[config.mk]
export PLATFORM = sky130hd
export DESIGN_NAME = wake_frame_mask_and_length_cfg
export DESIGN_NICKNAME = d
export VERILOG_FILES = /design/src/rtl/wake_cfg_pkg.sv /design/src/rtl/wake_frame_mask_and_length_cfg.sv /design/src/rtl/wake_cfg_reg.sv
export SDC_FILE = /design/constraint.sdc
export NUM_CORES = 1
export LEC_CHECK = 0
export BUFFER_PORTS_ARGS = -buffer_cell sky130_fd_sc_hd__buf_2
export CORE_UTILIZATION = 29
export DETAILED_ROUTE_END_ITERATION = 10
export PLACE_DENSITY_LB_ADDON = 0.12
export SYNTH_ARGS = -nofsm -noshare
export SYNTH_HDL_FRONTEND = slang
export SYNTH_SLANG_ARGS = --single-unit
export TNS_END_PERCENT = 5
[constraint.sdc]
create_clock -name clk_sys_i -period 2 [get_ports clk_sys_i]
set_clock_uncertainty 0.15 [all_clocks]
set_input_delay 0.4 -clock clk_sys_i [delete_from_list [all_inputs] [get_ports clk_sys_i]]
set_output_delay 0.4 -clock clk_sys_i [all_outputs]
set_load 0.05 [all_outputs]
[src/rtl/wake_cfg_pkg.sv]
// constants for the selective-wake mask and length configuration block
package wake_cfg_pkg;
  // register addresses on the 7-bit serial register port
  localparam logic [6:0]  ADDR_ID_HIGH_MASK = 7'h34;
  localparam logic [6:0]  ADDR_ID_LOW_MASK  = 7'h35;
  localparam logic [6:0]  ADDR_LENGTH_CODE  = 7'h36;
  // writable bit patterns
  localparam logic [15:0] ID_LOW_MASK_RW    = 16'hFF7C;
  localparam logic [15:0] ID_HIGH_MASK_RW   = 16'hFFFF;
  localparam logic [15:0] LENGTH_CODE_RW    = 16'h000F;
  // field positions in the low mask register
  localparam int          ID_UPPER_POS      = 8;
  localparam int          ID_LOWER_POS      = 2;
  // values after power-on or soft reset
  localparam logic [15:0] ID_LOW_MASK_RST   = 16'h0000;
  localparam logic [15:0] ID_HIGH_MASK_RST  = 16'h0000;
  localparam logic [15:0] LENGTH_CODE_RST   = 16'h0000;
  // length decode and standard identifier width
  localparam logic [3:0]  LENGTH_MAX_BYTES  = 4'h8;
  localparam int          STD_ID_BITS       = 11;
  // matcher states
  typedef enum logic [2:0] {
    ST_IDLE    = 3'b001,
    ST_COMPARE = 3'b010,
    ST_DONE    = 3'b100
  } match_state_t;
endpackage : wake_cfg_pkg

[src/rtl/wake_frame_mask_and_length_cfg.sv]
// selective-wake identifier mask and frame length code registers with frame matcher
// Operation
// - identifier bits 12..0 are compared when their mask bit is one and the bit lies inside the identifier width
// - mask bit zero makes the identifier bit a don't care
// - low mask: id 12..5 at bits 15..8, id 4..0 at bits 6..2
// - reserved bits read zero: low mask 7 and 1..0, length 15..4
// - power-on/soft reset clears low mask; restart keeps mask, zeroes reserved
// - restart keeps length code, upper twelve bits zero; reset clears all
// - length code is four read-write bits 3..0; codes 0..7 mean bytes
// - codes 8..15 mean eight bytes, the largest data field
// - received length code must equal configured code bit by bit
// - extension flag picks 11-bit or 29-bit identifiers for the mask
// - companion register masks identifier bits 28..13, same encoding
`timescale 1ns/100ps
`default_nettype none
module wake_frame_mask_and_length_cfg (
  // clock and reset
  input  wire logic        clk_sys_i,
  input  wire logic        rst_b_i,
  // reset sources
  input  wire logic        soft_reset_i,
  input  wire logic        restart_i,
  // register port
  input  wire logic        reg_wr_i,
  input  wire logic        reg_rd_i,
  input  wire logic [6:0]  reg_addr_i,
  input  wire logic [15:0] reg_wdata_i,
  output logic      [15:0] reg_rdata_o,
  // received frame from the bus decoder, with the configured identifier and extension flag
  input  wire logic        frame_valid_i,
  input  wire logic        frame_extended_i,
  input  wire logic [28:0] frame_id_i,
  input  wire logic [28:0] cfg_id_i,
  input  wire logic        cfg_extended_i,
  input  wire logic [3:0]  frame_length_code_i,
  // match result and the byte count of the configured length code
  output logic             match_done_o,
  output logic             match_hit_o,
  output logic      [3:0]  payload_bytes_o
);
  // configuration registers as seen on the read port
  logic [15:0] id_low_mask_reg;
  logic [15:0] id_high_mask_reg;
  logic [15:0] length_code_reg;

  // writes need no acknowledge; a write to any other address changes nothing here
  wire wr_low  = reg_wr_i && (reg_addr_i == wake_cfg_pkg::ADDR_ID_LOW_MASK);
  wire wr_high = reg_wr_i && (reg_addr_i == wake_cfg_pkg::ADDR_ID_HIGH_MASK);
  wire wr_len  = reg_wr_i && (reg_addr_i == wake_cfg_pkg::ADDR_LENGTH_CODE);

  // low mask: reserved bits 7 and 1..0 never store a one
  wake_cfg_reg #(
    .RW_MASK   (wake_cfg_pkg::ID_LOW_MASK_RW),
    .RST_VALUE (wake_cfg_pkg::ID_LOW_MASK_RST)
  ) u_low_mask (
    .clk_sys_i    (clk_sys_i),
    .rst_b_i      (rst_b_i),
    .soft_reset_i (soft_reset_i),
    .restart_i    (restart_i),
    .wr_en_i      (wr_low),
    .wr_data_i    (reg_wdata_i),
    .value_o      (id_low_mask_reg)
  );

  // high mask: all sixteen bits are writable
  wake_cfg_reg #(
    .RW_MASK   (wake_cfg_pkg::ID_HIGH_MASK_RW),
    .RST_VALUE (wake_cfg_pkg::ID_HIGH_MASK_RST)
  ) u_high_mask (
    .clk_sys_i    (clk_sys_i),
    .rst_b_i      (rst_b_i),
    .soft_reset_i (soft_reset_i),
    .restart_i    (restart_i),
    .wr_en_i      (wr_high),
    .wr_data_i    (reg_wdata_i),
    .value_o      (id_high_mask_reg)
  );

  // length: only the four code bits are stored
  wake_cfg_reg #(
    .RW_MASK   (wake_cfg_pkg::LENGTH_CODE_RW),
    .RST_VALUE (wake_cfg_pkg::LENGTH_CODE_RST)
  ) u_length (
    .clk_sys_i    (clk_sys_i),
    .rst_b_i      (rst_b_i),
    .soft_reset_i (soft_reset_i),
    .restart_i    (restart_i),
    .wr_en_i      (wr_len),
    .wr_data_i    (reg_wdata_i),
    .value_o      (length_code_reg)
  );

  // read select; unmapped addresses return zero
  wire        rd_sel_low  = (reg_addr_i == wake_cfg_pkg::ADDR_ID_LOW_MASK);
  wire        rd_sel_high = (reg_addr_i == wake_cfg_pkg::ADDR_ID_HIGH_MASK);
  wire        rd_sel_len  = (reg_addr_i == wake_cfg_pkg::ADDR_LENGTH_CODE);
  // and-or mux: the selects are exclusive, so no priority chain is needed
  wire [15:0] rd_mux      = ({16{rd_sel_low}}  & id_low_mask_reg)  |
                            ({16{rd_sel_high}} & id_high_mask_reg) |
                            ({16{rd_sel_len}}  & length_code_reg);
  // the data word falls back to zero between reads so a stale word never lingers
  wire [15:0] next_rdata  = reg_rd_i ? rd_mux : 16'h0000;

  // gather the 29-bit compare mask from both registers
  // the low register skips bit 7, so its two fields are cut apart here
  wire [15:0] mask_id_28_13 = id_high_mask_reg;
  wire [7:0]  mask_id_12_5  = id_low_mask_reg[15:wake_cfg_pkg::ID_UPPER_POS];
  wire [4:0]  mask_id_4_0   = id_low_mask_reg[6:wake_cfg_pkg::ID_LOWER_POS];
  wire [28:0] id_mask       = {mask_id_28_13, mask_id_12_5, mask_id_4_0};

  // standard frames carry only 11 identifier bits; the upper bits never reach the compare
  wire [28:0] id_width_mask = cfg_extended_i ? 29'h1FFFFFFF :
                              {18'h00000, {wake_cfg_pkg::STD_ID_BITS{1'b1}}};

  // per bit: a cleared mask bit accepts anything
  // a bit is compared only when its mask bit is set and it lies inside the identifier width
  logic [28:0] id_bit_ok;
  genvar gi;
  generate
    for (gi = 0; gi < 29; gi++) begin : g_id_cmp
      wire bit_compared = id_mask[gi] && id_width_mask[gi];
      wire bit_equal    = (frame_id_i[gi] == cfg_id_i[gi]);
      assign id_bit_ok[gi] = !bit_compared || bit_equal;
    end
  endgenerate

  // the frame matches only when every part agrees
  wire       id_ok       = &id_bit_ok;
  // a standard frame never matches an extended configuration or the reverse
  wire       ext_ok      = (frame_extended_i == cfg_extended_i);
  // the full code is compared, so two codes that both mean eight bytes still differ
  wire [3:0] length_code = length_code_reg[3:0];
  wire       length_ok   = (frame_length_code_i == length_code);
  wire       hit_now     = id_ok && ext_ok && length_ok;

  // length code to byte count, saturating at eight
  // codes above eight are legal and simply mean a full data field
  wire       length_saturates   = (length_code > wake_cfg_pkg::LENGTH_MAX_BYTES);
  wire [3:0] next_payload_bytes = length_saturates ? wake_cfg_pkg::LENGTH_MAX_BYTES : length_code;

  // the frame is sampled in ST_IDLE and judged against the registers of that cycle,
  // so a register write that lands later only affects the following frame
  // frames offered during compare or done are dropped; the sender must space them
  wake_cfg_pkg::match_state_t state;
  wake_cfg_pkg::match_state_t next_state;
  logic                       next_hit;
  logic                       hit_q;

  // next state and the verdict latched when a frame is taken
  always_comb begin
    next_state = state;
    next_hit   = hit_q;
    case (state)
      wake_cfg_pkg::ST_IDLE: begin
        // only an idle matcher takes a frame
        if (frame_valid_i) begin
          next_state = wake_cfg_pkg::ST_COMPARE;
          next_hit   = hit_now;
        end
      end
      wake_cfg_pkg::ST_COMPARE: begin
        // the verdict is decoded here and reaches the outputs one cycle later, in ST_DONE
        next_state = wake_cfg_pkg::ST_DONE;
      end
      wake_cfg_pkg::ST_DONE: begin
        // one dead cycle keeps the result pulse apart from the next frame
        next_state = wake_cfg_pkg::ST_IDLE;
      end
      default: begin
        // an unused code can only come from a disturbance; recover to idle
        next_state = wake_cfg_pkg::ST_IDLE;
      end
    endcase
  end

  // result outputs are decoded from the state, so they stand for exactly one cycle
  // the hit flag is only meaningful alongside done, so it is gated here as well
  wire next_match_done = (state == wake_cfg_pkg::ST_COMPARE);
  wire next_match_hit  = next_match_done && hit_q;

  // matcher state and the verdict captured with the frame
  always_ff @(posedge clk_sys_i or negedge rst_b_i) begin
    if (!rst_b_i) begin
      state <= wake_cfg_pkg::ST_IDLE;
      hit_q <= 1'b0;
    end else begin
      state <= next_state;
      hit_q <= next_hit;
    end
  end

  // match result flops
  always_ff @(posedge clk_sys_i or negedge rst_b_i) begin
    if (!rst_b_i) begin
      match_done_o <= 1'b0;
      match_hit_o  <= 1'b0;
    end else begin
      match_done_o <= next_match_done;
      match_hit_o  <= next_match_hit;
    end
  end

  // byte count follows the configured code one cycle later
  always_ff @(posedge clk_sys_i or negedge rst_b_i) begin
    if (!rst_b_i) begin
      payload_bytes_o <= 4'h0;
    end else begin
      payload_bytes_o <= next_payload_bytes;
    end
  end

  // read data is registered so the port never shows a combinational path from the address
  // a reader must therefore take the word one cycle after its strobe
  always_ff @(posedge clk_sys_i or negedge rst_b_i) begin
    if (!rst_b_i) begin
      reg_rdata_o <= 16'h0000;
    end else begin
      reg_rdata_o <= next_rdata;
    end
  end
endmodule : wake_frame_mask_and_length_cfg
`default_nettype wire

[src/rtl/wake_cfg_reg.sv]
// one configuration register with write mask, restart scrub and power-on clear
`timescale 1ns/100ps
`default_nettype none
module wake_cfg_reg #(
  parameter logic [15:0] RW_MASK   = 16'hFFFF,
  parameter logic [15:0] RST_VALUE = 16'h0000
) (
  // clock and reset
  input  wire logic        clk_sys_i,
  input  wire logic        rst_b_i,
  // control
  input  wire logic        soft_reset_i,
  input  wire logic        restart_i,
  input  wire logic        wr_en_i,
  input  wire logic [15:0] wr_data_i,
  // content
  output logic      [15:0] value_o
);
  logic [15:0] value;
  logic [15:0] next_value;

  // restart keeps writable bits and scrubs reserved ones; writes never touch reserved bits
  assign next_value = soft_reset_i ? RST_VALUE :
                      wr_en_i      ? (wr_data_i & RW_MASK) :
                      restart_i    ? (value & RW_MASK) : value;

  always_ff @(posedge clk_sys_i or negedge rst_b_i) begin
    if (!rst_b_i) begin
      value <= RST_VALUE;
    end else begin
      value <= next_value;
    end
  end

  assign value_o = value;
endmodule : wake_cfg_reg
`default_nettype wire

==> reports/results.ini <==
[run_status]
outcome=finished clean

[clock_tree]
cts_tree=built
cts_max_level=3
cts_root_buf=clkbuf_8
numCtsBuffers=9
clock-sinks=59
max-clock-path-buffers=2
clk_pin_slew_worst_paths_ns=0.06
post_cts_buffers=0
insertion_delay_ns=0.33

[timing]
period_share_pct=78.84
maxSlewViolCount=0
max_freq_mhz=634.2
hold_violations=0
fin_ws_ns=0.4232
setup-tns-final_ns=0
worstMarginPinSlew_ns=0.6443
finalSetupViolCount=0
period_minus_slack_ns=1.577
hold_slack_ns=0.1781
rsz0062_at_grt=no
slew_headroom_pct=57.05

[critical_path]
timing.rr.start=u_low_mask.value_o[4]
crit_type=flop to flop
end_kind=flop
worstSetupStartpoint=u_low_mask.value_o[4]
worstPathArrival_ns=1.69
crit_path_max_fanout=3
worstPathRequired_ns=2.11
critPathLaunchType=flop

[final_layout]
fillers=942
fin_cells=494
fin_nets=455
final_layout_size_suffix_gt1_share_pct=39.18
syn_to_final_growth_pct=34.25
antennaDiodeCount=0

[synth]
synth_edf_count=0
synth_ff_type=dfrtp_1
synth_most_common_cell=dfrtp_1
synth_top_family_by_area=multiplexers
ys_ff_latch=59
syn-num-nets=333
synth_fa_ha_area_share_pct=0
synth_cell_type_count=35
yosys_warnings=0
yosysSeqAreaShare_pct=52.61
synthMuxAreaShare_pct=13.18
syn-instance-count=239
netlist_top_cells_count=58 x dfrtp_1, 39 x nor2_1, 37 x mux2i_1
synth_top_area_cell=dfrtp_1
synth_compound_area_share_pct=8.241
synth_area_um2=2809
synth-simple-area-share_pct=12.56
synth-xor-area-share_pct=10.29
yosysTopAreaCellShare_pct=51.67
synthArstFlopShare_pct=100.0
avgSynthCellArea_um2=11.75
synthTopCellsByArea=dfrtp_1 52%, mux2i_1 13%, xor2_1 9.0%

[place]
hpwl_um=5400
gp_congestion=0.7473
pre_cts_ws_ns=0.1620
dp.cells=478
portBuffers=114

[global_route]
grt_pass1_wl_um=11450
grt_overflow=0
grt_pass1_vias=2270
antenna_found_initial=0
grt_max_degree=34
grt_usage_pct=15.24

[die]
die_w_um=100.4
coreArea_um2=9328
die-area_um2=10080
start_util_pct=30.11
dieHeight_um=100.4
rows=35
ios=116

[detailed_routing]
vias=2224
antenna_left=0
drtIter0Drc=55
met2_length_um=3443
wirelength_um=7113
routed.top_layer=met4
viasPerCell=4.502
wl_per_cell_um=14.40
route.met3.wl_um=300
wl_met1_um=3266
dr.pass1.iters=4
drc=0

[worst_hold_path]
hp-start=reg_wdata_i[7]
hold_class=input pin to flop

[run]
drv_cap=0

[pwr]
ir_drop_uv=323.8
power_density_nw_per_um2=692.4
p_leak_nw=1.891

what timing repair did:
item | in CTS | in global routing
endpoints found under the hold margin | 12 | 0
resized for setup | 0 | 0
hold buffers | 1 | 0
cells by family after synthesis:
logic type / after synthesis
and+or+nand+nor: 66
buffers and inverters: 14
AOI/OAI and AO/OA: 30
DFF: 59
muxes: 37
xor gates and xnor gates: 33
routing by layer:
layer | vias up | track usage, %
li1 | 1077 | -
met1 | 1074 | 19.51
met2 | 63 | 25.34
met3 | 10 | 2.577
met4 | 0 | 6.689
met5 | - | 0
placed cells by master, fill, tap and decap left out, types with 3 or more instances in the layout:
cell / synthesis / final
mux2i_1: 37 / 37
nand3_1: 3 / 3
buf_4: 1 / 6
a22oi_1: 12 / 12
nor2b_1: 4 / 4
buf_2: 4 / 114
a21oi_1: 3 / 3
clkbuf_8: 0 / 11
nor2_1: 39 / 39
dfrtp_1: 58 / 58
xnor2_1: 4 / 4
xor2_1: 29 / 29
buf_12: 0 / 3
a22o_1: 12 / 12
state kept, by name (all words and copies together) (netlist names):
register / flops
u_high_mask.value_o: 16
match_done_o: 1
u_low_mask.value_o: 13
match_hit_o: 1
u_length.value_o: 4
state: 3
payload_bytes_o: 4
reg_rdata_o: 16
hit_q: 1
layout make-up:
type	count	area, um2	area share [%]
Clock buffer	13	158.9	4.214
Clock inverter	2	35.03	0.9290
Inverter	1	3.754	0.09954
Multi-Input combinational cell	166	1249	33.11
Sequential cell	59	1478	39.18
Tap cell	129	161.4	4.280
Timing Repair Buffer	124	685.7	18.18
worst max-delay path: stages (launching register included):
cell and delay, ns:
dfrtp_1 0.40, a22oi_1 0.25, nand4_1 0.21, nor4_1 0.33, a22o_1 0.17
per-stage QoR:
stage | utilization [%] | total power, mW | area (um2)
after floorplan | - | 1.387 | 2809
after global placement | 38.24 | 1.552 | 3567
after detailed placement | 38.24 | 1.556 | 3567
after CTS | 40.43 | 2.655 | 3771
after global routing | 40.43 | 2.737 | 3771
final | 40.43 | 2.611 | 3771
worst paths after layout:
path / endpoint / slack (ns) / depth (start not counted)
min reg2reg: state[2] / 0.30 / 1
max: hit_q / 0.42 / 4
min: u_high_mask.value_o[7] / 0.18 / 3
max reg2reg: hit_q / 0.42 / 4
min in group asynchronous: payload_bytes_o[0] / 0.37 / 2
max in group asynchronous: reg_rdata_o[14] / 0.81 / 3
power by group:
group          internal, mW  switching, mW
Combinational         0.134          0.150
Sequential             1.23         0.0168
Clock                 0.636          0.446
Total                  2.00          0.612
(Power assumes the default switching activity.)
